`src/rtl/ext_bus_pkg.sv`:
```
`default_nettype none
package ext_bus_pkg;
	// register address on the cpu i/o port space
	localparam logic [15:0] EXT_BUS_SELECT_ADDR = 16'h1C00;
	localparam int PP_FIELD_LSB  = 12;
	localparam int SP1_FIELD_LSB = 10;
	localparam int SP0_FIELD_LSB = 8;
	localparam int ADDR_SEL_LSB  = 0;
	localparam int RSVD_HI_BIT   = 15;
	// writable bits: 14:8 and 5:0; 15, 7, 6 are reserved
	localparam logic [15:0] WRITE_MASK  = 16'h7F3F;
	localparam logic [15:0] RESET_VALUE = 16'h0000;
	localparam logic [15:0] RSVD_VALUE  = 16'h0000;
	localparam int PP_PINS   = 21;
	localparam int SP_PINS   = 6;
	localparam int ADDR_PINS = 6;
	localparam int GPIO_W    = 32;
	typedef enum logic [2:0] {
		PP_MODE0 = 3'h0,
		PP_MODE1 = 3'h1,
		PP_MODE2 = 3'h2,
		PP_MODE3 = 3'h3,
		PP_MODE4 = 3'h4,
		PP_MODE5 = 3'h5,
		PP_MODE6 = 3'h6,
		PP_RSVD  = 3'h7
	} pp_mode_t;
	typedef enum logic [1:0] {
		SP_MODE0 = 2'h0,
		SP_MODE1 = 2'h1,
		SP_MODE2 = 2'h2,
		SP_RSVD  = 2'h3
	} sp_mode_t;
endpackage
`default_nettype wire

```
`src/rtl/serial_port_mux.sv`:
```
`default_nettype none
// one six-pin serial port: code 0 peripheral, 1 audio plus gpio, 2 all gpio
module serial_port_mux
	import ext_bus_pkg::*;
(
	input  wire ext_bus_pkg::sp_mode_t mode,
	input  wire logic [5:0]            mode0Out,
	input  wire logic [5:0]            mode0Oe,
	input  wire logic [3:0]            audioOut,
	input  wire logic [3:0]            audioOe,
	input  wire logic [5:0]            gpioOut,
	input  wire logic [5:0]            gpioOe,
	output logic      [5:0]            pinOut,
	output logic      [5:0]            pinOe
);
	// reserved code leaves pins floating so nothing fights the board
	always_comb begin
		case (mode)
			SP_MODE0: begin
				pinOut = mode0Out;
				pinOe  = mode0Oe;
			end
			SP_MODE1: begin
				pinOut = {gpioOut[5:4], audioOut};
				pinOe  = {gpioOe[5:4], audioOe};
			end
			SP_MODE2: begin
				pinOut = gpioOut;
				pinOe  = gpioOe;
			end
			default: begin
				pinOut = '0;
				pinOe  = '0;
			end
		endcase
	end
endmodule
`default_nettype wire

```
`src/rtl/external_bus_pin_mux.sv`:
```
`default_nettype none
// Notes on behaviour
// - register at port 0x1C00, routing follows next clock
// - each upper address pin individually gpio or address
// - bit 15 reserved, fixed read, writes ignored
// - bits 14:12 parallel port mode, 000 mode 0
// - code 001: spi7, gpio6, uart4, audio2 4
// - code 010: eight gpio
// - code 011: spi4 plus audio3 4
// - code 100: audio2 4 plus uart4
// - code 101: spi4 plus uart4
// - code 110: spi7, audio2, audio3, gpio6
// - serial1 bits 11:10 code 01 audio1 plus gpio
// - serial1 code 10 gpio 11:6; 11 reserved
// - serial0 bits 9:8 code 00 memory card
// - serial0 code 01 audio0 plus gpio 5:4
// - serial0 code 10 gpio 5:0; 11 reserved
// - bits 5:0 give address pins 20:15 to gpio
// - bits 7:6 reserved, fixed read, writes ignored
module external_bus_pin_mux
	import ext_bus_pkg::*;
(
	input  wire logic                 clk,
	input  wire logic                 arst_n,
	input  wire logic [15:0]          ioAddr,
	input  wire logic                 ioWrite,
	input  wire logic                 ioRead,
	input  wire logic [15:0]          ioWdata,
	output logic      [15:0]          ioRdata,
	input  wire logic [6:0]           spiOut,
	input  wire logic [6:0]           spiOe,
	output logic      [6:0]           spiIn,
	input  wire logic [3:0]           uartOut,
	input  wire logic [3:0]           uartOe,
	output logic      [3:0]           uartIn,
	input  wire logic [3:0]           audio2Out,
	input  wire logic [3:0]           audio2Oe,
	output logic      [3:0]           audio2In,
	input  wire logic [3:0]           audio3Out,
	input  wire logic [3:0]           audio3Oe,
	output logic      [3:0]           audio3In,
	input  wire logic [3:0]           audio1Out,
	input  wire logic [3:0]           audio1Oe,
	output logic      [3:0]           audio1In,
	input  wire logic [3:0]           audio0Out,
	input  wire logic [3:0]           audio0Oe,
	output logic      [3:0]           audio0In,
	input  wire logic [5:0]           card0Out,
	input  wire logic [5:0]           card0Oe,
	output logic      [5:0]           card0In,
	input  wire logic [5:0]           card1Out,
	input  wire logic [5:0]           card1Oe,
	output logic      [5:0]           card1In,
	input  wire logic [5:0]           extMemAddr,
	input  wire logic [GPIO_W-1:0]    gpioOut,
	input  wire logic [GPIO_W-1:0]    gpioOe,
	output logic      [GPIO_W-1:0]    gpioIn,
	input  wire logic [PP_PINS-1:0]   ppPinIn,
	output logic      [PP_PINS-1:0]   ppPinOut,
	output logic      [PP_PINS-1:0]   ppPinOe,
	input  wire logic [SP_PINS-1:0]   sp1PinIn,
	output logic      [SP_PINS-1:0]   sp1PinOut,
	output logic      [SP_PINS-1:0]   sp1PinOe,
	input  wire logic [SP_PINS-1:0]   sp0PinIn,
	output logic      [SP_PINS-1:0]   sp0PinOut,
	output logic      [SP_PINS-1:0]   sp0PinOe,
	input  wire logic [ADDR_PINS-1:0] addrPinIn,
	output logic      [ADDR_PINS-1:0] addrPinOut,
	output logic      [ADDR_PINS-1:0] addrPinOe
);
	logic [15:0]           external_bus_select_reg;
	pp_mode_t              parallel_port_route_field;
	sp_mode_t              serial_port1_route_field;
	sp_mode_t              serial_port0_route_field;
	logic [ADDR_PINS-1:0]  addrSel;
	logic                  regHit;
	logic [PP_PINS-1:0]    ppSync1;
	logic [PP_PINS-1:0]    ppIn;
	logic [SP_PINS-1:0]    sp1Sync1;
	logic [SP_PINS-1:0]    sp1In;
	logic [SP_PINS-1:0]    sp0Sync1;
	logic [SP_PINS-1:0]    sp0In;
	logic [ADDR_PINS-1:0]  addrSync1;
	logic [ADDR_PINS-1:0]  addrIn;

	assign regHit = (ioAddr == EXT_BUS_SELECT_ADDR);

	// register write; reserved bits never take data so they stay fixed
	always_ff @(posedge clk or negedge arst_n) begin
		if (!arst_n) begin
			external_bus_select_reg <= RESET_VALUE;
		end else if (ioWrite && regHit) begin
			external_bus_select_reg <= (ioWdata & WRITE_MASK)
				| (RSVD_VALUE & ~WRITE_MASK);
		end
	end

	// read data registered, as data outputs come from flip-flops
	always_ff @(posedge clk or negedge arst_n) begin
		if (!arst_n) begin
			ioRdata <= 16'h0000;
		end else if (ioRead && regHit) begin
			ioRdata <= external_bus_select_reg;
		end else begin
			ioRdata <= 16'h0000;
		end
	end

	// field decode; routing follows the register so it acts one clock on
	assign parallel_port_route_field =
		pp_mode_t'(external_bus_select_reg[PP_FIELD_LSB +: 3]);
	assign serial_port1_route_field =
		sp_mode_t'(external_bus_select_reg[SP1_FIELD_LSB +: 2]);
	assign serial_port0_route_field =
		sp_mode_t'(external_bus_select_reg[SP0_FIELD_LSB +: 2]);
	assign addrSel =
		external_bus_select_reg[ADDR_SEL_LSB +: ADDR_PINS];

	// pad inputs come from outside, two flops before any mux reads them
	always_ff @(posedge clk or negedge arst_n) begin
		if (!arst_n) begin
			ppSync1   <= '0;
			ppIn      <= '0;
			sp1Sync1  <= '0;
			sp1In     <= '0;
			sp0Sync1  <= '0;
			sp0In     <= '0;
			addrSync1 <= '0;
			addrIn    <= '0;
		end else begin
			ppSync1   <= ppPinIn;
			ppIn      <= ppSync1;
			sp1Sync1  <= sp1PinIn;
			sp1In     <= sp1Sync1;
			sp0Sync1  <= sp0PinIn;
			sp0In     <= sp0Sync1;
			addrSync1 <= addrPinIn;
			addrIn    <= addrSync1;
		end
	end

	// parallel port output routing; pin slots chosen per mode, low first
	always_comb begin
		ppPinOut = '0;
		ppPinOe  = '0;
		case (parallel_port_route_field)
			PP_MODE1: begin
				ppPinOut = {audio2Out, uartOut, gpioOut[20:18],
					gpioOut[29:27], spiOut};
				ppPinOe  = {audio2Oe, uartOe, gpioOe[20:18],
					gpioOe[29:27], spiOe};
			end
			PP_MODE2: begin
				ppPinOut = {13'h0000, gpioOut[20:18], gpioOut[31:27]};
				ppPinOe  = {13'h0000, gpioOe[20:18], gpioOe[31:27]};
			end
			PP_MODE3: begin
				ppPinOut = {13'h0000, audio3Out, spiOut[3:0]};
				ppPinOe  = {13'h0000, audio3Oe, spiOe[3:0]};
			end
			PP_MODE4: begin
				ppPinOut = {13'h0000, uartOut, audio2Out};
				ppPinOe  = {13'h0000, uartOe, audio2Oe};
			end
			PP_MODE5: begin
				ppPinOut = {13'h0000, uartOut, spiOut[3:0]};
				ppPinOe  = {13'h0000, uartOe, spiOe[3:0]};
			end
			PP_MODE6: begin
				ppPinOut = {audio3Out, audio2Out, gpioOut[20:18],
					gpioOut[29:27], spiOut};
				ppPinOe  = {audio3Oe, audio2Oe, gpioOe[20:18],
					gpioOe[29:27], spiOe};
			end
			default: begin // mode 0 and code 7 leave pins floating
				ppPinOut = '0;
				ppPinOe  = '0;
			end
		endcase
	end

	// serial port muxes share one module for both ports
	serial_port_mux u_sp1 (
		.mode     (serial_port1_route_field),
		.mode0Out (card1Out),
		.mode0Oe  (card1Oe),
		.audioOut (audio1Out),
		.audioOe  (audio1Oe),
		.gpioOut  (gpioOut[11:6]),
		.gpioOe   (gpioOe[11:6]),
		.pinOut   (sp1PinOut),
		.pinOe    (sp1PinOe)
	);

	serial_port_mux u_sp0 (
		.mode     (serial_port0_route_field),
		.mode0Out (card0Out),
		.mode0Oe  (card0Oe),
		.audioOut (audio0Out),
		.audioOe  (audio0Oe),
		.gpioOut  (gpioOut[5:0]),
		.gpioOe   (gpioOe[5:0]),
		.pinOut   (sp0PinOut),
		.pinOe    (sp0PinOe)
	);

	// address pins: per bit choose gpio 21+i or memory address 15+i
	genvar gi;
	generate
		for (gi = 0; gi < ADDR_PINS; gi++) begin : g_addr
			assign addrPinOut[gi] = addrSel[gi] ? gpioOut[21+gi]
				: extMemAddr[gi];
			assign addrPinOe[gi]  = addrSel[gi] ? gpioOe[21+gi]
				: 1'b1;
		end
	endgenerate

	// input return paths; unselected peripherals see zero
	always_comb begin
		spiIn    = '0;
		uartIn   = '0;
		audio2In = '0;
		audio3In = '0;
		gpioIn[20:0]  = '0;
		gpioIn[31:27] = '0;
		gpioIn[26:21] = addrSel & addrIn;
		case (parallel_port_route_field)
			PP_MODE1: begin
				spiIn = ppIn[6:0];
				gpioIn[29:27] = ppIn[9:7];
				gpioIn[20:18] = ppIn[12:10];
				uartIn   = ppIn[16:13];
				audio2In = ppIn[20:17];
			end
			PP_MODE2: begin
				gpioIn[31:27] = ppIn[4:0];
				gpioIn[20:18] = ppIn[7:5];
			end
			PP_MODE3: begin
				spiIn[3:0] = ppIn[3:0];
				audio3In   = ppIn[7:4];
			end
			PP_MODE4: begin
				audio2In = ppIn[3:0];
				uartIn   = ppIn[7:4];
			end
			PP_MODE5: begin
				spiIn[3:0] = ppIn[3:0];
				uartIn     = ppIn[7:4];
			end
			PP_MODE6: begin
				spiIn = ppIn[6:0];
				gpioIn[29:27] = ppIn[9:7];
				gpioIn[20:18] = ppIn[12:10];
				audio2In = ppIn[16:13];
				audio3In = ppIn[20:17];
			end
			default: begin
				spiIn = '0;
			end
		endcase
		if (serial_port1_route_field == SP_MODE2)
			gpioIn[11:6] = sp1In;
		else if (serial_port1_route_field == SP_MODE1)
			gpioIn[11:10] = sp1In[5:4];
		if (serial_port0_route_field == SP_MODE2)
			gpioIn[5:0] = sp0In;
		else if (serial_port0_route_field == SP_MODE1)
			gpioIn[5:4] = sp0In[5:4];
	end

	assign card1In  = (serial_port1_route_field == SP_MODE0) ? sp1In : '0;
	assign audio1In = (serial_port1_route_field == SP_MODE1)
		? sp1In[3:0] : '0;
	assign card0In  = (serial_port0_route_field == SP_MODE0) ? sp0In : '0;
	assign audio0In = (serial_port0_route_field == SP_MODE1)
		? sp0In[3:0] : '0;

	// checks
	a_write_takes: assert property (@(posedge clk) disable iff (!arst_n)
		ioWrite && regHit |=> external_bus_select_reg
			== ($past(ioWdata) & WRITE_MASK))
		else $error("select register did not take write");
	a_rsvd_fixed: assert property (@(posedge clk) disable iff (!arst_n)
		external_bus_select_reg[RSVD_HI_BIT] == 1'b0
			&& external_bus_select_reg[7:6] == 2'b00)
		else $error("reserved bits changed");
	a_addr_gpio: assert property (@(posedge clk) disable iff (!arst_n)
		addrSel[0] |-> addrPinOut[0] == gpioOut[21])
		else $error("address pin 15 not gpio 21");
	a_addr_mem: assert property (@(posedge clk) disable iff (!arst_n)
		!addrSel[5] |-> addrPinOut[5] == extMemAddr[5] && addrPinOe[5])
		else $error("address pin 20 lost memory function");
	a_pp_rsvd_float: assert property (@(posedge clk) disable iff (!arst_n)
		parallel_port_route_field == PP_RSVD |-> ppPinOe == '0)
		else $error("parallel pins driven on reserved code");
	a_pp_mode2_gpio: assert property (@(posedge clk) disable iff (!arst_n)
		parallel_port_route_field == PP_MODE2 |->
			ppPinOut[4:0] == gpioOut[31:27] && ppPinOe[20:8] == '0)
		else $error("mode 2 gpio routing wrong");
	a_pp_mode5_route: assert property (@(posedge clk) disable iff (!arst_n)
		parallel_port_route_field == PP_MODE5 |->
			ppPinOut[7:4] == uartOut && ppPinOut[3:0] == spiOut[3:0])
		else $error("mode 5 routing wrong");
	a_sp0_card: assert property (@(posedge clk) disable iff (!arst_n)
		serial_port0_route_field == SP_MODE0 |-> sp0PinOut == card0Out)
		else $error("serial port 0 card routing wrong");
	a_sp1_rsvd: assert property (@(posedge clk) disable iff (!arst_n)
		serial_port1_route_field == SP_RSVD |-> sp1PinOe == '0)
		else $error("serial port 1 driven on reserved code");
	c_write: cover property (@(posedge clk) disable iff (!arst_n)
		ioWrite && regHit);
	c_pp_mode6: cover property (@(posedge clk) disable iff (!arst_n)
		parallel_port_route_field == PP_MODE6);
	c_sp1_gpio: cover property (@(posedge clk) disable iff (!arst_n)
		serial_port1_route_field == SP_MODE2);
	c_addr_all: cover property (@(posedge clk) disable iff (!arst_n)
		addrSel == 6'h3F);
endmodule
`default_nettype wire

```
`config.mk`:
```
export PLATFORM = sky130hd
export DESIGN_NAME = external_bus_pin_mux
export DESIGN_NICKNAME = d
export VERILOG_FILES = /design/src/rtl/ext_bus_pkg.sv /design/src/rtl/serial_port_mux.sv /design/src/rtl/external_bus_pin_mux.sv
export SDC_FILE = /design/constraint.sdc
export NUM_CORES = 1
export LEC_CHECK = 0
export BUFFER_PORTS_ARGS = -buffer_cell sky130_fd_sc_hd__buf_2
export CAP_MARGIN = 20
export CORE_AREA = 5 5 149 151
export DETAILED_ROUTE_END_ITERATION = 7
export DIE_AREA = 0 0 154 156
export SLEW_MARGIN = 20
export SYNTH_ARGS = -nofsm -noshare
export SYNTH_HDL_FRONTEND = slang
export SYNTH_SLANG_ARGS = --single-unit
```
`constraint.sdc`:
```
create_clock -name clk -period 1.64 [get_ports clk]
set_input_delay 0.082 -clock clk [delete_from_list [all_inputs] [get_ports clk]]
set_output_delay 0.082 -clock clk [all_outputs]
set_load 0.01 [all_outputs]
```
==> impl_metrics.csv, run 1 <==
group,metric,value,unit
yosys,synth_xor_area_share,0.1699,%
placement,dpl.hpwl,17010,um
floorplanning,dieArea,0.02402,sq mm
detailed_routing,drc,0,
yosys,synth_compound_gate_area_share,13.67,%
worst_setup_path,path_cells,"nor2b_4 > and2b_2 > or2_4 > buf_12 > and2_4 > buf_6",
yosys,synth_cell_type_count,34,
power,p_per_area,615.2,mW/mm^2
worst_setup_path,end_kind,"output pin",
worst_setup_path,slowest_delay,0.39,ns
yosys,synth.area.mux_share,13.81,%
timing,rsz0062_at_grt,"yes",
yosys,synthTopCellsByCount,"dfrtp_1, and2_1, nand2_1",
floorplanning,core_area,0.02069,sq mm
final_layout,regArea,0.002609,sq mm
cts,clkTransAtPathRegs,0.08,ns
yosys,yosysSeqAreaShare,50.49,%
detailed_routing,routed_wl,21890,um
yosys,yosysMostFrequentCell,"dfrtp_1",
grt,gr-total-overflow,0,
cts,clock_path_buffers,2,
timing,period_share,114.1,%
timing,skew,0.007700,ns
yosys,yosys_most_used_dff,"dfrtp_1",
final_layout,area_delta_synth_final,73.74,%
floorplanning,rows,53,
yosys,postSynthCellCount,477,
timing,setup_tns,-10.63,ns
detailed_routing,ant_nets,0,
power,power.total,5.510,mW
yosys,ys_top_cells_by_area,"dfrtp_1, and2_1, mux2_2",
timing,finalCriticalPeriod,1.871,ns
power,p_leak,4.467,nW
yosys,synth_top_area_share,50.49,%
worst_setup_path,critPathArrivalTime,1.79,ns
grt,grt_use_total,17.06,%
placement,place_congestion,1.029,
final_layout,multi_input_area,0.002660,sq mm
detailed_routing,wl_per_cell,18.29,um
cts,cts_root_buffer,"clkbuf_16",
cts,cts_tree,"done",
yosys,synth_edf_count,0,
detailed_routing,vias_per_cell,4.600,
power,peakVddDrop,0.0003874,V
worst_setup_path,start_kind,"flip-flop",
grt,grt_max_degree,54,
placement,numPortBuffers,363,
final_layout,layout.nets,1140,
floorplanning,initial_utilization,24.92,%
min_path,min_path_type,"in -> async",
timing,drv_slew,0,
detailed_routing,vias,5506,
yosys,ys_warn_count,0,
yosys,synth-simple-area-share,16.89,%
job,cap_violations,0,
cts,cts_made_buffers,9,
worst_setup_path,slowest_stage,"dfrtp_1",
floorplanning,die_w,154,um
final_layout,largestRegisters,"ppIn (21), ppSync1 (21)",
yosys,yosysTopAreaCell,"dfrtp_1",
cts,cts_sinks,104,
detailed_routing,drt-pass1-iter-count,4,
timing,fin_ws,-0.2308,ns
yosys,synthAdderAreaFrac,0,%
worst_setup_path,crit_path_max_fanout,5,
worst_setup_path,worst-setup-path-type,"reg -> out",
yosys,syn_area,0.005155,sq mm
yosys,async_flop_share,100.0,%
yosys,synth_seq_cells,104,
yosys,synth_top_family_by_area,"simple AND/OR/NAND/NOR gates",
detailed_routing,drt_iter0_markers,228,
yosys,avgSynthCellArea,10.81,sq um
grt,antenna_found_initial,0,
final_layout,n_antenna_cell,0,
timing,max_freq,0.5345,GHz
final_layout,drive_gt1_share,57.70,%
status,violations,"setup timing",
cts,htree_levels,3,
timing,hold_slack,0.2027,ns
final_layout,fillers,2029,
status,status,"finished with violations",
grt,grt_pass1_wl,31870,um
worst_setup_path,critPathRequiredTime,1.56,ns
floorplanning,ios,388,
cts,clock_latency,0.35,ns
grt,first_global_vias,5713,
floorplanning,die_y,156,um
timing,hold_viol,0,
timing,finalSetupViolCount,69,
## through the flow
step / instances / setup slack [ns] / utilization, % / cell area, sq um
detailed placement: 1112 / 0.002303 / 35.73 / 7392
floorplan: 485 / 0.2143 / - / 5185
CTS: 1189 / -0.2280 / 41.81 / 8651
global placement: 1112 / 0.02649 / 35.73 / 7392
finish: 1197 / -0.2308 / 43.29 / 8956
global route: 1197 / -0.3235 / 43.29 / 8956
## what timing repair did
action	4_1_cts	5_1_grt
resized for setup	88	57
gates cloned	3	4
setup buffers	6	4
setup endpoints to repair	89	98
endpoints found under the hold margin	83	0
pin swaps	22	21
hold buffers	53	0
## cell families after synthesis
logic type      after synthesis
compound gates              108
other cells                   1
buf+inv                      46
mux                          63
flops                       104
simple gates                154
xor+xnor                      1
## cells in the final DEF (no fill, tap or decap), types with 20 or more instances in the layout
| cell | synthesis | routed |
|---|---|---|
| buf_2 | 17 | 344 |
| dfrtp_1 | 104 | 99 |
| dlygate4sd3_1 | 0 | 53 |
| and2_1 | 60 | 47 |
| nand2_1 | 41 | 38 |
| buf_4 | 9 | 28 |
| buf_6 | 1 | 28 |
| mux2i_1 | 28 | 27 |
| a21oi_1 | 23 | 23 |
| mux2_2 | 25 | 20 |
## worst max-delay path: cells and delay by family (launching register included)
kind	cells	cell delay, ns
simple gates	4	0.77
flops	1	0.39
buf+inv	2	0.27
## metal layers
metal	vias to the layer above	wire [um]	track usage, %
met5	-	0	0
met3	32	1775	4.078
li1	2527	-	-
met1	2641	8070	18.61
met4	0	580	7.149
met2	306	11470	31.61
## area by class of cell
type | instances | share of cell area [%]
Multi-Input combinational cell | 335 | 29.70
Inverter | 1 | 0.04191
Clock buffer | 10 | 2.668
Tap cell | 275 | 3.842
Sequential cell | 104 | 29.13
Timing Repair Buffer | 466 | 33.98
Clock inverter | 6 | 0.6426
## worst paths after layout
check	start	cells past startpoint	to	slack, ns
max in group asynchronous	arst_n	3	ppSync1[18]	0.84
min in group clk	ioRead	5	ioRdata[11]	0.28
max	external_bus_select_reg[12]	6	ppPinOe[8]	-0.23
max reg2reg	external_bus_select_reg[12]	4	external_bus_select_reg[12]	0.44
min	arst_n	2	ppIn[15]	0.20
min reg2reg	ppSync1[15]	0	ppIn[15]	0.34
## report_power, final
| part | internal, mW | switching, mW | leakage, nW |
|---|---|---|---|
| clock | 1.11 | 1.01 | 0.147 |
| sequential | 2.66 | 0.0550 | 1.26 |
| combinational | 0.373 | 0.303 | 3.06 |
No activity file was read; power rests on OpenSTA's default activity.
==> run 2: changes to the inputs <==
--- a/config.mk
+++ b/config.mk
@@ -7,9 +7,12 @@
 export LEC_CHECK = 0
 export BUFFER_PORTS_ARGS = -buffer_cell sky130_fd_sc_hd__buf_2
 export CAP_MARGIN = 20
-export CORE_AREA = 5 5 149 151
+export CELL_PAD_IN_SITES_DETAIL_PLACEMENT = 1
+export CELL_PAD_IN_SITES_GLOBAL_PLACEMENT = 2
+export CORE_MARGIN = 5
+export CORE_UTILIZATION = 22
 export DETAILED_ROUTE_END_ITERATION = 7
-export DIE_AREA = 0 0 154 156
+export PLACE_DENSITY_LB_ADDON = 0.1
 export SLEW_MARGIN = 20
 export SYNTH_ARGS = -nofsm -noshare
 export SYNTH_HDL_FRONTEND = slang
==> run 2 against run 1 <==
The run still ends with setup timing left; global-route usage down 0.93 points; first-iteration DRC count down 2.2%; worst hold slack better by 0.035 ns; sequential share of layout area up 0.30 points; combinational power about the same; via count down 1.6%; critical path type unchanged; largest cell class unchanged.
==> impl_metrics.csv, run 2 (synthesis gave the netlist of run 1 again) <==
group,metric,value,unit
timing,period_share,111.9,%
floorplanning,die_y,163.1,um
floorplanning,initial_utilization,22.16,%
final_layout,largestRegisters,"ppIn (21), ppSync1 (21)",
worst_setup_path,end_kind,"output pin",
cts,cts_root_buffer,"clkbuf_16",
timing,drv_slew,0,
cts,cts_tree,"done",
timing,finalCriticalPeriod,1.835,ns
final_layout,n_antenna_cell,0,
floorplanning,die_w,163.1,um
min_path,min_path_type,"in -> async",
final_layout,regArea,0.002608,sq mm
final_layout,layout.nets,1136,
grt,grt_max_degree,44,
worst_setup_path,worst-setup-path-type,"reg -> out",
detailed_routing,ant_nets,0,
grt,grt_use_total,16.13,%
placement,dpl_cell_area,0.007437,sq mm
status,status,"finished with violations",
detailed_routing,drt-pass1-iter-count,4,
worst_setup_path,reg2reg_depth,4,
cts,cts_made_buffers,9,
power,p_leak,4.424,nW
placement,dp_cells,1151,
final_layout,mostFrequentLayoutCells,"buf_2, dfrtp_1, dlygate4sd3_1",
floorplanning,dieArea,0.02659,sq mm
power,switching_share,23.18,%
grt,grt_pass1_wl,33540,um
status,violations,"setup timing",
worst_setup_path,slowest_stage,"dfrtp_2",
worst_setup_path,r2r_end,"external_bus_select_reg[13]",
grt,antenna_found_initial,0,
power,power_frac_seq,48.7,%
timing,skew,0.002799,ns
power,power_frac_clock,39.2,%
final_layout,final_common_cell,"buf_2",
final_layout,stdcell_count,1237,
worst_setup_path,r2r_slack,0.44,ns
grt,first_global_vias,6009,
grt,gr-total-overflow,0,
worst_setup_path,worstReg2RegStart,"external_bus_select_reg[13]",
final_layout,fillers,2750,
job,cap_violations,0,
cts,clock_latency,0.34,ns
worst_setup_path,slowest_delay,0.45,ns
timing,hold_viol,0,
worst_setup_path,critPathRequiredTime,1.56,ns
placement,numPortBuffers,363,
placement,place_congestion,0.8052,
detailed_routing,wl_per_cell,18.24,um
worst_setup_path,crit_path_max_fanout,7,
power,p_per_area,627.4,mW/mm^2
floorplanning,ios,388,
floorplanning,rows,56,
timing,finalSetupViolCount,67,
timing,hold_slack,0.2377,ns
detailed_routing,vias,5417,
final_layout,multi_input_area,0.002611,sq mm
power,peakVddDrop,0.0004343,V
cts,clock_path_buffers,2,
timing,rsz0062_at_grt,"yes",
worst_setup_path,start_kind,"flip-flop",
worst_setup_path,path_cells,"nor2b_4 > and2b_4 > or2_4 > and2_4 > buf_6",
final_layout,final_cell_area,0.008860,sq mm
power,power_frac_comb,12.2,%
cts,cts_sinks,104,
detailed_routing,drt_iter0_markers,223,
placement,dpl.hpwl,18010,um
detailed_routing,drc,0,
floorplanning,core_area,0.02326,sq mm
final_layout,drive_gt1_share,56.10,%
detailed_routing,routed_wl,22560,um
worst_setup_path,critPathArrivalTime,1.75,ns
power,power_switching,1.288,mW
cts,clkTransAtPathRegs,0.07,ns
timing,fin_ws,-0.1953,ns
detailed_routing,vias_per_cell,4.379,
power,p_int,4.270,mW
timing,max_freq,0.5449,GHz
cts,htree_levels,3,
final_layout,area_delta_synth_final,71.87,%
power,power.total,5.559,mW
-- run 2: cell count changes in the layout (fill, tap and decap cells not counted), moves of 5 or more --
cell,before,now
mux2_2,20,14
mux2_4,15,21
a22oi_2,11,1
a22oi_1,4,14
buf_6,28,22
buf_2,344,349
-- run 2: routing by layer --
layer	vias up	share of wire (%)	global-route usage, %
li1	2508	-	-
met1	2646	35	16.84
met2	245	55	31.49
met3	18	8.3	4.365
met4	0	1.6	4.384
met5	-	0	0
-- run 2: area by class of cell --
class / instances / area share (%)
Timing Repair Buffer: 461 / 33.10
Tap cell: 319 / 4.505
Multi-Input combinational cell: 336 / 29.47
Clock buffer: 10 / 2.697
Sequential cell: 104 / 29.43
Clock inverter: 6 / 0.7485
Inverter: 1 / 0.04237
-- run 2: power groups by stage --
stage          Sequential, mW  Combinational [mW]  Clock [mW]
3_3_place_gp             2.75               0.542           0
6_report                 2.70               0.675        2.18
4_1_cts                  2.70               0.668        2.27
3_5_place_dp             2.75               0.557           0
2_1_floorplan            2.74               0.151           0
5_1_grt                  2.71               0.744        2.38
-- run 2: metrics by stage --
stage / setup WS [ns] / TNS [ns] / util (%)
3_5_place_dp: -0.04073 / -0.3728 / 31.97
2_1_floorplan: 0.2143 / 0 / -
3_3_place_gp: -0.02586 / -0.02586 / 31.97
4_1_cts: -0.2099 / -9.870 / 36.53
6_report: -0.1953 / -7.854 / 38.09
5_1_grt: -0.2848 / -15.00 / 38.09
-- run 2: timing repair --
item | 4_1_cts | 5_1_grt
gates resized for setup | 51 | 72
cloned | 3 | 2
endpoints found under the setup margin | 77 | 97
buffers inserted | 4 | 8
hold buffers | 53 | 0
pin swaps | 13 | 9
endpoints found under the hold margin | 82 | 0
-- run 2: worst max-delay path: cells and delay by family, from the launching register on --
| family | cells | cell delay (ns) |
|---|---|---|
| AND/OR/NAND/NOR | 4 | 0.85 |
| flip-flops | 1 | 0.45 |
| buffers and inverters | 1 | 0.11 |
-- run 2: worst max-delay path by stage --
stage                           startpoint     endpoint  cells after the start
6_report       external_bus_select_reg[12]   ppPinOe[9]                      5
5_1_grt        external_bus_select_reg[12]   gpioIn[18]                      6
4_1_cts        external_bus_select_reg[12]   gpioIn[28]                      6
3_5_place_dp   external_bus_select_reg[14]  ppPinOe[10]                      6
3_3_place_gp   external_bus_select_reg[13]  ppPinOut[0]                      5
2_1_floorplan  external_bus_select_reg[13]   ppPinOe[3]                      5
